<file path="src/eoihp_pkg.sv">
// Constants, encodings and types of the completion / pending-read block.
// Assumes one clock domain shared with the core.
// Summary of operation
// - Completion register: 32 bits, identifier in 23:0
// - Identifier 16 or 24 bits; upper zero
// - Mode 0: write drops priority and deactivates
// - Mode 1: drop only; software deactivates separately
// - Mode bit chosen by monitor presence, level, state
// - Completion write encoding 000/1100/1100/001
// - Non-secure kernel with irq route: virtual completion
// - Completion write-only EL1-3, none at EL0
// - Special identifier writes neither drop nor deactivate; access checks still apply
// - Interface disabled at level traps to that level
// - Trap-all-group1 traps non-secure kernel writes to EL2
// - Monitor irq route traps writes to EL3
// - Pending read returns Group 0 identifier, upper zero
// - Unobservable pending returns 1020, 1021 or 1023
// - Pending read encoding 000/1100/1000/010
// - Fiq route redirects pending read to virtual
// - Interface disabled at level traps pending reads
// - Trap-all-group0 traps non-secure kernel reads to EL2
// - Monitor fiq route traps pending reads to EL3
package eoihp_pkg;

    // Encoding field widths
    localparam int OP1_W = 3;
    localparam int CRN_W = 4;
    localparam int CRM_W = 4;
    localparam int OP2_W = 3;

    // Completion register encoding
    localparam logic [2:0] EOI1_OP1 = 3'h0;
    localparam logic [3:0] EOI1_CRN = 4'hc;
    localparam logic [3:0] EOI1_CRM = 4'hc;
    localparam logic [2:0] EOI1_OP2 = 3'h1;

    // Group 0 pending register encoding
    localparam logic [2:0] HPP0_OP1 = 3'h0;
    localparam logic [3:0] HPP0_CRN = 4'hc;
    localparam logic [3:0] HPP0_CRM = 4'h8;
    localparam logic [2:0] HPP0_OP2 = 3'h2;

    // Register layout
    localparam int REG_W       = 32;
    localparam int ID_W        = 24;
    localparam int ID_NARROW_W = 16;
    localparam int ID_LSB      = 0;

    // Special identifiers
    localparam logic [23:0] ID_SPECIAL_LO = 24'h0003fc;  // 1020
    localparam logic [23:0] ID_SPECIAL_HI = 24'h0003ff;  // 1023
    localparam logic [23:0] ID_SPEC_1020  = 24'h0003fc;
    localparam logic [23:0] ID_SPEC_1021  = 24'h0003fd;
    localparam logic [23:0] ID_SPEC_1023  = 24'h0003ff;

    // Exception level codes
    localparam logic [1:0] EL0 = 2'h0;
    localparam logic [1:0] EL1 = 2'h1;
    localparam logic [1:0] EL2 = 2'h2;
    localparam logic [1:0] EL3 = 2'h3;

    // Reset values of response outputs
    localparam logic [31:0] RDATA_RST = 32'h0000_0000;
    localparam logic [23:0] ID_RST    = 24'h00_0000;

    // Outcome of an access attempt
    typedef enum logic [2:0] {
        EOIHP_ACC_NONE,
        EOIHP_ACC_UNDEF,
        EOIHP_ACC_TRAP,
        EOIHP_ACC_VIRT,
        EOIHP_ACC_OK
    } eoihp_acc_t;

    // Pending-state reason for the read path
    typedef enum logic [1:0] {
        EOIHP_HP_VALID,
        EOIHP_HP_1020,
        EOIHP_HP_1021,
        EOIHP_HP_1023
    } eoihp_hp_t;

endpackage : eoihp_pkg

</file>
<file path="src/eoihp_access_check.sv">
// Decides the fate of one access: undefined, trapped, redirected or taken.
// Assumes the caller feeds the routing bits of its group.
`timescale 1ns/100ps
module eoihp_access_check
    import eoihp_pkg::*;
(
    // Current context
    input  wire logic [1:0] cur_el,
    input  wire logic       nonsecure,
    input  wire logic       el3_present,
    // Control bits
    input  wire logic       sre_el1,
    input  wire logic       sre_el2,
    input  wire logic       sre_el3,
    input  wire logic       hyp_route,
    input  wire logic       trap_general_exceptions,
    input  wire logic       trap_all,
    input  wire logic       mon_route,
    // Outcome
    output eoihp_acc_t      outcome,
    output logic [1:0]      trap_el
);

    logic ns_kernel;    // Non-secure EL1
    logic not_avail;    // No access in this context
    logic sre_off;      // Interface disabled at current level
    logic tall_trap;    // Hypervisor trap-all
    logic mon_trap;     // Monitor routing trap

    assign ns_kernel = nonsecure && (cur_el == EL1);
    // EL0, hypervisor-owned kernel, or secure EL2 give no access
    assign not_avail = (cur_el == EL0) || (ns_kernel && trap_general_exceptions)
                       || (!nonsecure && (cur_el == EL2));
    assign sre_off   = ((cur_el == EL1) && !sre_el1) || ((cur_el == EL2) && !sre_el2)
                       || ((cur_el == EL3) && !sre_el3);
    assign tall_trap = ns_kernel && trap_all;
    assign mon_trap  = el3_present && mon_route
                       && (((cur_el == EL1) && !nonsecure) || (cur_el == EL2)
                           || (ns_kernel && !hyp_route));

    // Priority: unavailable, enable trap, trap-all, monitor, redirect
    always_comb begin
        outcome = EOIHP_ACC_OK;
        trap_el = EL0;
        if (not_avail) begin
            outcome = EOIHP_ACC_UNDEF;
        end else if (sre_off) begin
            outcome = EOIHP_ACC_TRAP;
            trap_el = cur_el;
        end else if (tall_trap) begin
            outcome = EOIHP_ACC_TRAP;
            trap_el = EL2;
        end else if (mon_trap) begin
            outcome = EOIHP_ACC_TRAP;
            trap_el = EL3;
        end else if (ns_kernel && hyp_route) begin
            outcome = EOIHP_ACC_VIRT;
        end
    end

endmodule : eoihp_access_check

</file>
<file path="src/eoihp_enc_match.sv">
// Matches one system-register encoding against a fixed pattern.
// Assumes the encoding fields are stable while the request is valid.
`timescale 1ns/100ps
module eoihp_enc_match
    import eoihp_pkg::*;
#(
    parameter logic [2:0] P_OP1 = 3'h0,
    parameter logic [3:0] P_CRN = 4'h0,
    parameter logic [3:0] P_CRM = 4'h0,
    parameter logic [2:0] P_OP2 = 3'h0
) (
    // Encoding
    input  wire logic [OP1_W-1:0] op1,
    input  wire logic [CRN_W-1:0] crn,
    input  wire logic [CRM_W-1:0] crm,
    input  wire logic [OP2_W-1:0] op2,
    // Result
    output logic                  hit
);

    // All four fields must agree
    assign hit = (op1 == P_OP1) && (crn == P_CRN) && (crm == P_CRM) && (op2 == P_OP2);

endmodule : eoihp_enc_match

</file>
<file path="src/eoihp_sysregs.sv">
// Top of the completion / Group 0 pending register block.
// One register instruction per request, answered a cycle later;
// completions raise a priority-drop pulse, plus a deactivate pulse in mode 0.
// Assumes all inputs come from logic on clk, with the control
// bits live from the core's configuration registers.
`timescale 1ns/100ps
module eoihp_sysregs
    import eoihp_pkg::*;
(
    // Clock and reset
    input  wire logic              clk,
    input  wire logic              rst_n,
    // Request from the core
    input  wire logic              req_valid,
    input  wire logic              req_write,
    input  wire logic [OP1_W-1:0]  req_op1,
    input  wire logic [CRN_W-1:0]  req_crn,
    input  wire logic [CRM_W-1:0]  req_crm,
    input  wire logic [OP2_W-1:0]  req_op2,
    input  wire logic [REG_W-1:0]  req_wdata,
    // Execution context
    input  wire logic [1:0]        cur_el,
    input  wire logic              nonsecure_state_flag,
    input  wire logic              el3_present,
    // Completion mode bits
    input  wire logic              completion_split_mode,
    input  wire logic              completion_split_mode_monitor,
    input  wire logic              completion_split_mode_secure_kernel,
    input  wire logic              completion_split_mode_nonsecure_kernel,
    input  wire logic              identifier_width_24,
    // Interface enables
    input  wire logic              sysreg_enable_kernel,
    input  wire logic              sysreg_enable_hyp,
    input  wire logic              sysreg_enable_monitor,
    // Hypervisor and monitor routing
    input  wire logic              hyp_irq_route,
    input  wire logic              hyp_fiq_route,
    input  wire logic              trap_general_exceptions,
    input  wire logic              trap_all_group1,
    input  wire logic              trap_all_group0,
    input  wire logic              monitor_irq_route,
    input  wire logic              monitor_fast_irq_route,
    // Highest pending Group 0 from the prioritiser
    input  wire logic [ID_W-1:0]   hp_group0_id,
    input  wire eoihp_hp_t         hp_group0_reason,
    // Answer to the core
    output logic                   resp_valid,
    output logic [REG_W-1:0]       resp_rdata,
    output logic                   resp_undef,
    output logic                   resp_trap,
    output logic [1:0]             resp_trap_el,
    output logic                   resp_virtual,
    // Actions on the interrupt state
    output logic                   prio_drop,
    output logic                   deactivate,
    output logic [ID_W-1:0]        done_id
);

    // Encoding hits
    logic             eoi_hit;       // Completion encoding seen
    logic             hpp_hit;       // Pending-read encoding seen
    // Access outcomes
    eoihp_acc_t       eoi_outcome;   // Fate of a completion write
    eoihp_acc_t       hpp_outcome;   // Fate of a pending read
    logic [1:0]       eoi_trap_el;   // Target level, completion
    logic [1:0]       hpp_trap_el;   // Target level, pending read
    // Decoded request
    logic             eoi_req;       // Valid completion write
    logic             hpp_req;       // Valid pending read
    logic             unmapped;      // Wrong direction or other encoding
    eoihp_acc_t       sel_outcome;   // Outcome of the selected register
    logic [1:0]       sel_trap_el;   // Trap target of the selected register
    // Completion datapath
    logic [ID_W-1:0]  wr_id;         // Identifier after width masking
    logic             wr_special;    // Identifier is 1020 to 1023
    logic             split_mode;    // Applicable mode bit
    logic             eoi_act;       // Completion takes effect
    // Pending datapath
    logic [ID_W-1:0]  hp_id_masked;  // Valid identifier after masking
    logic [ID_W-1:0]  hp_id_sel;     // Identifier or special code
    logic [REG_W-1:0] rd_word;       // Word returned on a read
    // Registered outputs
    logic             resp_valid_q,   resp_valid_d;
    logic [REG_W-1:0] resp_rdata_q,   resp_rdata_d;
    logic             resp_undef_q,   resp_undef_d;
    logic             resp_trap_q,    resp_trap_d;
    logic [1:0]       resp_trap_el_q, resp_trap_el_d;
    logic             resp_virtual_q, resp_virtual_d;
    logic             prio_drop_q,    prio_drop_d;
    logic             deactivate_q,   deactivate_d;
    logic [ID_W-1:0]  done_id_q,      done_id_d;

    // Completion register encoding
    eoihp_enc_match #(
        .P_OP1 (EOI1_OP1),
        .P_CRN (EOI1_CRN),
        .P_CRM (EOI1_CRM),
        .P_OP2 (EOI1_OP2)
    ) u_eoi_match (
        .op1 (req_op1),
        .crn (req_crn),
        .crm (req_crm),
        .op2 (req_op2),
        .hit (eoi_hit)
    );

    // Group 0 pending register encoding
    eoihp_enc_match #(
        .P_OP1 (HPP0_OP1),
        .P_CRN (HPP0_CRN),
        .P_CRM (HPP0_CRM),
        .P_OP2 (HPP0_OP2)
    ) u_hpp_match (
        .op1 (req_op1),
        .crn (req_crn),
        .crm (req_crm),
        .op2 (req_op2),
        .hit (hpp_hit)
    );

    // Completion path follows the irq routing and Group 1 trap
    eoihp_access_check u_eoi_check (
        .cur_el                  (cur_el),
        .nonsecure               (nonsecure_state_flag),
        .el3_present             (el3_present),
        .sre_el1                 (sysreg_enable_kernel),
        .sre_el2                 (sysreg_enable_hyp),
        .sre_el3                 (sysreg_enable_monitor),
        .hyp_route               (hyp_irq_route),
        .trap_general_exceptions (trap_general_exceptions),
        .trap_all                (trap_all_group1),
        .mon_route               (monitor_irq_route),
        .outcome                 (eoi_outcome),
        .trap_el                 (eoi_trap_el)
    );

    // Pending path follows the fiq routing and Group 0 trap
    eoihp_access_check u_hpp_check (
        .cur_el                  (cur_el),
        .nonsecure               (nonsecure_state_flag),
        .el3_present             (el3_present),
        .sre_el1                 (sysreg_enable_kernel),
        .sre_el2                 (sysreg_enable_hyp),
        .sre_el3                 (sysreg_enable_monitor),
        .hyp_route               (hyp_fiq_route),
        .trap_general_exceptions (trap_general_exceptions),
        .trap_all                (trap_all_group0),
        .mon_route               (monitor_fast_irq_route),
        .outcome                 (hpp_outcome),
        .trap_el                 (hpp_trap_el)
    );

    // Direction check: completion is write-only, pending is read-only
    assign eoi_req  = req_valid && eoi_hit && req_write;
    assign hpp_req  = req_valid && hpp_hit && !req_write;
    assign unmapped = req_valid && !eoi_req && !hpp_req;

    // Outcome of whichever register was addressed
    assign sel_outcome = eoi_req ? eoi_outcome : (hpp_req ? hpp_outcome : EOIHP_ACC_NONE);
    assign sel_trap_el = eoi_req ? eoi_trap_el : hpp_trap_el;

    // Identifier width: narrow mode clears bits 23:16
    assign wr_id = identifier_width_24 ? req_wdata[ID_W-1:ID_LSB]
                 : {8'h00, req_wdata[ID_NARROW_W-1:ID_LSB]};

    // Special identifiers 1020 to 1023 change nothing
    assign wr_special = (wr_id >= ID_SPECIAL_LO) && (wr_id <= ID_SPECIAL_HI);

    // Mode bit by monitor presence, level and security state
    assign split_mode = !el3_present           ? completion_split_mode
                      : (cur_el == EL3)        ? completion_split_mode_monitor
                      : nonsecure_state_flag   ? completion_split_mode_nonsecure_kernel
                      :                          completion_split_mode_secure_kernel;

    // Only accepted, non-special writes complete
    assign eoi_act = eoi_req && (eoi_outcome == EOIHP_ACC_OK) && !wr_special;

    // Pending identifier masked to the implemented width
    assign hp_id_masked = identifier_width_24 ? hp_group0_id
                        : {8'h00, hp_group0_id[ID_NARROW_W-1:ID_LSB]};

    // Special code when nothing observable is pending
    always_comb begin
        unique case (hp_group0_reason)
            EOIHP_HP_VALID: hp_id_sel = hp_id_masked;
            EOIHP_HP_1020:  hp_id_sel = ID_SPEC_1020;
            EOIHP_HP_1021:  hp_id_sel = ID_SPEC_1021;
            EOIHP_HP_1023:  hp_id_sel = ID_SPEC_1023;
        endcase
    end

    // Upper byte always reads as zero
    assign rd_word = {8'h00, hp_id_sel};

    // Next values of the response outputs
    always_comb begin
        resp_valid_d   = req_valid;
        resp_rdata_d   = RDATA_RST;
        resp_undef_d   = 1'b0;
        resp_trap_d    = 1'b0;
        resp_trap_el_d = EL0;
        resp_virtual_d = 1'b0;
        if (unmapped) begin
            // Bad direction or encoding is undefined
            resp_undef_d = 1'b1;
        end else begin
            unique case (sel_outcome)
                EOIHP_ACC_UNDEF: resp_undef_d = 1'b1;
                EOIHP_ACC_TRAP: begin
                    resp_trap_d    = 1'b1;
                    resp_trap_el_d = sel_trap_el;
                end
                EOIHP_ACC_VIRT:  resp_virtual_d = 1'b1;
                EOIHP_ACC_OK: begin
                    // Read returns data only
                    if (hpp_req) begin
                        resp_rdata_d = rd_word;
                    end
                end
                EOIHP_ACC_NONE:  resp_valid_d = req_valid;
            endcase
        end
    end

    // Completion actions
    assign prio_drop_d  = eoi_act;
    assign deactivate_d = eoi_act && !split_mode;
    assign done_id_d    = eoi_act ? wr_id : done_id_q;

    // Response and action registers
    always_ff @(posedge clk or negedge rst_n) begin
        if (!rst_n) begin
            resp_valid_q   <= 1'b0;
            resp_rdata_q   <= RDATA_RST;
            resp_undef_q   <= 1'b0;
            resp_trap_q    <= 1'b0;
            resp_trap_el_q <= EL0;
            resp_virtual_q <= 1'b0;
            prio_drop_q    <= 1'b0;
            deactivate_q   <= 1'b0;
            done_id_q      <= ID_RST;
        end else begin
            resp_valid_q   <= resp_valid_d;
            resp_rdata_q   <= resp_rdata_d;
            resp_undef_q   <= resp_undef_d;
            resp_trap_q    <= resp_trap_d;
            resp_trap_el_q <= resp_trap_el_d;
            resp_virtual_q <= resp_virtual_d;
            prio_drop_q    <= prio_drop_d;
            deactivate_q   <= deactivate_d;
            done_id_q      <= done_id_d;
        end
    end

    // Outputs straight from flip-flops
    assign resp_valid   = resp_valid_q;
    assign resp_rdata   = resp_rdata_q;
    assign resp_undef   = resp_undef_q;
    assign resp_trap    = resp_trap_q;
    assign resp_trap_el = resp_trap_el_q;
    assign resp_virtual = resp_virtual_q;
    assign prio_drop    = prio_drop_q;
    assign deactivate   = deactivate_q;
    assign done_id      = done_id_q;

endmodule : eoihp_sysregs

</file>
<file path="config.mk">
export PLATFORM = sky130hd
export DESIGN_NAME = eoihp_sysregs
export DESIGN_NICKNAME = d
export VERILOG_FILES = /design/src/eoihp_pkg.sv /design/src/eoihp_access_check.sv /design/src/eoihp_enc_match.sv /design/src/eoihp_sysregs.sv
export SDC_FILE = /design/constraint.sdc
export NUM_CORES = 1
export LEC_CHECK = 0
export BUFFER_PORTS_ARGS = -buffer_cell sky130_fd_sc_hd__buf_2
export CAP_MARGIN = 20
export CELL_PAD_IN_SITES_DETAIL_PLACEMENT = 0
export CELL_PAD_IN_SITES_GLOBAL_PLACEMENT = 2
export CORE_MARGIN = 2
export CORE_UTILIZATION = 26
export CTS_BUF_LIST = sky130_fd_sc_hd__clkbuf_4
export CTS_CLUSTER_SIZE = 25
export DETAILED_ROUTE_END_ITERATION = 10
export PLACE_DENSITY_LB_ADDON = 0.2
export SLEW_MARGIN = 30
export SYNTH_ARGS = -nofsm -noshare
export SYNTH_HDL_FRONTEND = slang
export SYNTH_SLANG_ARGS = --single-unit
</file>
<file path="constraint.sdc">
create_clock -name clk -period 1 [get_ports clk]
set_input_delay 0.2 -clock clk [delete_from_list [all_inputs] [get_ports clk]]
set_output_delay 0.2 -clock clk [all_outputs]
set_load 0.05 [all_outputs]
</file>
==> reports/qor.yml, run 1 <==
synth_async_sr_flop_share_pct: 100.0
vias: 2599
grt_start_max_net_pins: 57
path_cells: "buf_6 > and4b_1 > a211oi_2 > o21ai_2 > or4b_4 > clkbuf_16 > mux2_4"
syn_inst: 224
worst_ep_required_time_ns: 1.29
violations: "negative setup slack"
diodes: 0
synth_top_flop_cell: "dfrtp_1"
die_y_um: 104.5
timing.final.crit_share_pct: 170.5
cp-start-kind: "input pin"
crit_arrival_ns: 1.99
nets: 537
ys_types: 50
cp_slowest_stage_delay_ns: 0.63
clkLatencyLatePin_ns: 0.38
cts_tree: "yes"
status: "finished with violations"
multi_input_area_um2: 1330
grt_pass1_vias: 2669
fmax_mhz: 586.6
routedWlPerCell_um: 15.18
first_pass_iters: 4
dieArea_um2: 10920
fin_skew_ns: 0
critPathKind: "in -> reg"
setup_ws_ns: -0.7049
synth_simple_gate_area_share_pct: 18.48
routed_via_density: 4.512
cts_max_level: 2
synth_compound_area_share_pct: 12.67
numCtsBuffers: 5
setup_viol: 111
synthMuxAreaShare_pct: 9.338
seqPwrFrac_pct: 55.5
final-hold-violation-count: 0
clk_pin_slew_ns: 0.17
routed_wirelength_mm: 8.741
rsz0062_at_grt: "yes"
cts.sink_count: 56
clk_path_buf_depth: 2
overflow: 0
antenna_found_initial: 0
vdd_drop_max_uv: 478.5
synth_xor_area_share_pct: 0
ys_ff_latch: 56
syn_area_um2: 2626
slew_violations: 0
cp_slowest_cell: "or4b_4"
crit_end: "done_id[4]$_DFFE_PN0P_"
critPathTopFamily: "simple AND/OR/NAND/NOR gates"
place_ws_ns: -1.146
portBuffers: 142
start_util_pct: 26.87
ys_warn_count: 0
switching_power_mw: 1.145
placementRows: 36
synth-edff-count: 0
startpoint: "trap_all_group1"
clock_power_share_pct: 24.8
path_buf_inv: 2
cp_num_cells: 7
core_um2: 9774
comb_power_share_pct: 19.6
r2r_end: "done_id[11]$_DFFE_PN0P_"
antenna_left: 0
end_kind: "register"
gp_congestion: 0.8506
p_int_mw: 2.947
max-cap-violations: 0
yosys.area_share.adder_pct: 0
ff_latch_area_um2: 1401
syn_to_final_growth_pct: 86.95
reg2reg_depth: 2
avgSynthCellArea_um2: 11.72
ioPinCount: 159
reg2reg_slack_ns: 0.09
r2r-start: "done_id[11]$_DFFE_PN0P_"
grt_pass1_wl_mm: 13.79
fillers: 938
cts-root-buf: "clkbuf_4"
die_width_um: 104.5
power_mw: 4.092
drive_above_1_share_pct: 63.43
finalCriticalPeriod_ns: 1.705
drc: 0
synth_top_family_by_area: "simple AND/OR/NAND/NOR gates"
hp-class: "in -> reg"
track_usage_pct: 15.79
power_density_nw_per_um2: 833.4
synth-seq-area-share_pct: 53.36
path_max_fanout: 4
dp_hpwl_mm: 6.016
drt_iter0_drc: 69
swShare_pct: 27.99
p_leak_nw: 2.510
==> timing repair <==
item	4_1_cts	5_1_grt
resized for setup	153	23
setup endpoints to repair	111	111
hold endpoints to repair	60	2
hold buffers	5	2
pin swaps	11	23
cloned	2	3
buffers inserted	18	16
==> state kept, by name, indices dropped and copies added (netlist names) <==
signal / flops
resp_undef: 1
resp_trap_el: 2
resp_valid: 1
prio_drop: 1
resp_trap: 1
resp_rdata: 24
done_id: 24
deactivate: 1
resp_virtual: 1
==> final cells by class <==
class / instances / area share (%)
Clock buffer: 5 / 0.7645
Tap cell: 133 / 3.389
Clock inverter: 3 / 0.4332
Timing Repair Buffer: 225 / 39.63
Multi-Input combinational cell: 152 / 27.09
Sequential cell: 56 / 28.54
Inverter: 2 / 0.1529
==> Yosys cell counts, types with 4 or more instances <==
cell type	instances	area, um2
dfrtp_1	56	1401
o21ai_0	19	95.09
nand2_1	17	63.81
mux2_4	12	180.2
and4_1	9	78.83
o21a_1	9	67.56
buf_4	8	60.06
a21oi_1	7	35.03
and3_1	6	37.54
clkbuf_1	6	22.52
nor2_1	6	22.52
mux2_2	4	45.04
nor3_1	4	20.02
==> how the worst min path moves through the flow <==
| stage | start | end | slack (ns) | depth (start not counted) |
|---|---|---|---|---|
| after CTS | hp_group0_id[9] | resp_rdata[9]$_DFF_PN0_ | 0.002 | 2 |
| after detailed placement | rst_n | resp_rdata[9]$_DFF_PN0_ | 0.23 | 2 |
| final | hp_group0_id[9] | resp_rdata[9]$_DFF_PN0_ | 0.02 | 2 |
| after global placement | rst_n | resp_rdata[9]$_DFF_PN0_ | 0.23 | 2 |
| after floorplan | rst_n | deactivate$_DFF_PN0_ | -0.1 | 0 |
| after global routing | req_valid | resp_valid$_DFF_PN0_ | 0.004 | 2 |
==> power by group through the flow <==
stage / clock, mW / sequential, mW / combinational, mW
after floorplan: 0 / 2.33 / 0.261
after global placement: 0 / 2.31 / 0.652
after detailed placement: 0 / 2.31 / 0.655
after CTS: 1.08 / 2.27 / 0.770
after global routing: 1.16 / 2.27 / 0.874
final: 1.02 / 2.27 / 0.804
==> logic make-up (layout without fill, tap and decap cells) <==
logic type / count (synthesis) / count (layout)
simple gates: 75 / 75
mux: 18 / 18
compound gates: 51 / 51
buf+inv: 23 / 235
flops: 56 / 56
other cells: 1 / 8
==> routing by layer <==
metal  vias to the layer above  global-route usage (%)  part of all wire (%)
li1                       1243                       -                     -
met1                      1251                   18.29                    39
met2                        94                   28.94                    54
met3                        11                   3.822                   5.8
met4                         0                   4.054                   1.6
met5                         -                       0                     0
==> layout by cell type (no fill, tap or decap), types with 3 or more instances in the layout <==
cell / Yosys / routed
a21oi_1: 7 / 3
and3_1: 6 / 6
and4_1: 9 / 8
and4b_1: 3 / 3
buf_12: 1 / 5
buf_2: 2 / 79
buf_4: 8 / 56
buf_6: 3 / 71
clkbuf_16: 0 / 3
clkbuf_4: 0 / 5
conb_1: 1 / 8
dfrtp_1: 56 / 56
dlygate4sd3_1: 0 / 7
mux2_2: 4 / 3
mux2_4: 12 / 13
nand2_1: 17 / 17
nand4_1: 3 / 3
nand4b_1: 3 / 3
nor2_1: 6 / 4
nor4b_4: 0 / 3
o21a_1: 9 / 9
o21ai_0: 19 / 10
o21ai_1: 1 / 4
o21ai_2: 0 / 6
==> per-stage QoR <==
step / cell area (um2) / setup TNS [ns] / utilization (%) / cells / hold slack [ns]
3_3_place_gp: 3811 / -53.34 / 38.99 / 528 / 0.2291
5_1_grt: 4910 / -42.12 / 50.23 / 576 / 0.004241
6_report: 4910 / -36.92 / 50.23 / 576 / 0.01805
3_5_place_dp: 3811 / -52.50 / 38.99 / 528 / 0.2319
2_1_floorplan: 2740 / -37.56 / - / 231 / -0.09559
4_1_cts: 4651 / -37.25 / 47.58 / 561 / 0.002251
==> worst reg2reg max path, cell delays in order, from the launching register on <==
cell,delay [ns]
dfrtp_1,0.43
buf_4,0.14
mux2_4,0.26
Power figures use the tool's default switching activity.
==> run 2, diff against run 1 <==
--- a/config.mk
+++ b/config.mk
@@ -7,10 +7,10 @@
 export LEC_CHECK = 0
 export BUFFER_PORTS_ARGS = -buffer_cell sky130_fd_sc_hd__buf_2
 export CAP_MARGIN = 20
-export CELL_PAD_IN_SITES_DETAIL_PLACEMENT = 0
-export CELL_PAD_IN_SITES_GLOBAL_PLACEMENT = 2
+export CELL_PAD_IN_SITES_DETAIL_PLACEMENT = 1
+export CELL_PAD_IN_SITES_GLOBAL_PLACEMENT = 1
 export CORE_MARGIN = 2
-export CORE_UTILIZATION = 26
+export CORE_UTILIZATION = 30
 export CTS_BUF_LIST = sky130_fd_sc_hd__clkbuf_4
 export CTS_CLUSTER_SIZE = 25
 export DETAILED_ROUTE_END_ITERATION = 10
==> constraint.sdc (replaced) <==
create_clock -name clk -period 1.6 [get_ports clk]
set_input_delay 0.32 -clock clk [delete_from_list [all_inputs] [get_ports clk]]
set_output_delay 0.32 -clock clk [all_outputs]
set_load 0.05 [all_outputs]
==> run 2 against run 1 <==
The flow still finishes with violations (negative setup slack); non-clock buffer count shrank 31; via count shrank 4.1%; hold slack gained 0.12 ns; register-to-register slack gained 0.73 ns; utilization shrank 1.7 points; critical path depth is the same; sequential power shrank 37%; global-route usage grew 1.9 points; routed wire length shrank 4.7%; clock power shrank 36%.
==> reports/qor.yml, run 2 (same netlist as run 1, synthesis figures left out) <==
critPathTopFamily: "simple AND/OR/NAND/NOR gates"
ioPinCount: 159  # unchanged
dp_hpwl_mm: 6.078  # +1.0%
final_area_um2: 4173  # -15%
cp_slowest_cell: "or4b_4"
placementRows: 34  # -5.6%
grt_start_max_net_pins: 57  # unchanged
power_density_nw_per_um2: 601.9  # -28%
final_cell_mix: "buf_2 (135), dfrtp_1 (56), buf_4 (41)"
fillers: 995  # +6.1%
routedWlPerCell_um: 16.00  # +5.4%
p_leak_nw: 2.298  # -8.4%
place_area_um2: 3729  # -2.2%
vdd_drop_max_uv: 315.0  # -34%
max-cap-violations: 0  # unchanged
numCtsBuffers: 5  # unchanged
ff_latch_area_um2: 1401  # unchanged
final_cells: 521  # -9.5%
fmax_mhz: 576.8
status: "finished with violations"
drt_iter0_drc: 26  # -62%
vias: 2493  # -4.1%
cts.sink_count: 56  # unchanged
antenna_left: 0  # unchanged
grt_pass1_wl_mm: 13.44  # -2.5%
overflow: 0  # unchanged
first_pass_iters: 4  # unchanged
portBuffers: 142  # unchanged
cp-start-kind: "input pin"
crit_arrival_ns: 2.01  # +0.02 ns
setup_ws_ns: -0.1338  # +0.5710 ns
die_y_um: 97.57  # -6.6%
timing.final.crit_share_pct: 108.4
clk_pin_slew_ns: 0.17  # about the same
path_cells: "buf_6 > and4b_2 > a211oi_4 > o21ai_2 > or4b_4 > buf_12 > mux2_4"
syn_to_final_growth_pct: 58.89
routed_wirelength_mm: 8.334  # -4.7%
start_util_pct: 30.56  # +3.7 points
antenna_found_initial: 0  # unchanged
violations: "negative setup slack"
cts-root-buf: "clkbuf_4"
track_usage_pct: 17.68  # +1.9 points
cts_tree: "yes"
slew_violations: 0  # unchanged
clk_path_buf_depth: 2  # unchanged
cp_slowest_stage_delay_ns: 0.56  # -0.07 ns
routed_via_density: 4.785  # +6.0%
drive_above_1_share_pct: 60.68  # -2.8 points
critPathKind: "in -> reg"
fin_skew_ns: 0  # unchanged
drc: 0  # unchanged
clkLatencyLatePin_ns: 0.38  # about the same
core_um2: 8593  # -12%
hp-class: "in -> reg"
worst_ep_required_time_ns: 1.87  # +0.58 ns
layout_commonest_cell: "buf_2"
whs_ns: 0.1401  # +0.1221 ns
placed_cells: 501  # -5.1%
rsz0062_at_grt: "yes"
cts_max_level: 2  # unchanged
setup_viol: 24  # -78%
nets: 506  # -5.8%
grt_pass1_vias: 2713  # +1.6%
die_width_um: 97.57  # -6.6%
gp_congestion: 0.8047  # -5.4%
utilization_pct: 48.56  # -1.7 points
path_buf_inv: 2  # unchanged
final-hold-violation-count: 0  # unchanged
finalCriticalPeriod_ns: 1.734
multi_input_area_um2: 1272  # -4.3%
dieArea_um2: 9519  # -13%
end_kind: "register"
path_max_fanout: 9  # +5
[run 2: cell count changes in the layout (fill, tap and decap cells not counted), sizes merged]
cell	change
diode	+1
dlygate4sd3	-6
buf	-23
inv	-1
clkbuf	-1
[run 2: final cells by class]
| class | instances | share of cell area (%) |
|---|---|---|
| flip-flops and latches | 56 | 33.58 |
| diodes | 1 | 0.05997 |
| well taps | 108 | 3.238 |
| repair buffers | 194 | 30.97 |
| clock buffers | 6 | 1.079 |
| clock inverters | 2 | 0.3898 |
| multi-input cells | 152 | 30.49 |
| inverters | 2 | 0.1799 |
[run 2: power breakdown]
group	switching (mW)	internal, mW
Sequential	0.00122	1.42
Combinational	0.237	0.205
Clock	0.457	0.193
[run 2: final timing paths]
check | slack, ns | start | depth (start not counted) | end
min in group asynchronous | 0.44 | rst_n | 3 | resp_rdata[6]$_DFF_PN0_
max reg2reg | 0.82 | done_id[11]$_DFFE_PN0P_ | 1 | done_id[11]$_DFFE_PN0P_
min | 0.14 | hp_group0_id[6] | 2 | resp_rdata[6]$_DFF_PN0_
max | -0.13 | nonsecure_state_flag | 7 | done_id[2]$_DFFE_PN0P_
min reg2reg | 0.52 | done_id[7]$_DFFE_PN0P_ | 1 | done_id[7]$_DFFE_PN0P_
max in group asynchronous | 0.89 | rst_n | 3 | resp_trap_el[0]$_DFF_PN0_
[run 2: what timing repair did]
action | 4_1_cts | 5_1_grt
pin swaps | 13 | 7
resized for setup | 41 | 13
gates cloned | 3 | 1
hold buffers | 1 | 0
hold endpoints to repair | 56 | 0
setup buffers | 10 | 1
endpoints found under the setup margin | 24 | 51
[run 2: per-stage QoR]
stage                     TNS, ns  total power, mW  setup WS [ns]
after global placement     -25.93            1.830        -0.7326
final                      -2.251            2.512        -0.1338
after floorplan            -11.92            1.613        -0.5561
after detailed placement   -26.90            1.839        -0.7451
after global routing       -3.431            2.642        -0.1558
after CTS                  -3.064            2.552        -0.1592
[run 2: routing by layer]
metal,track usage (%),wire [um]
met3,3.957,550
met4,4.915,169
met1,20.59,3273
met2,32.47,4341
met5,0,0
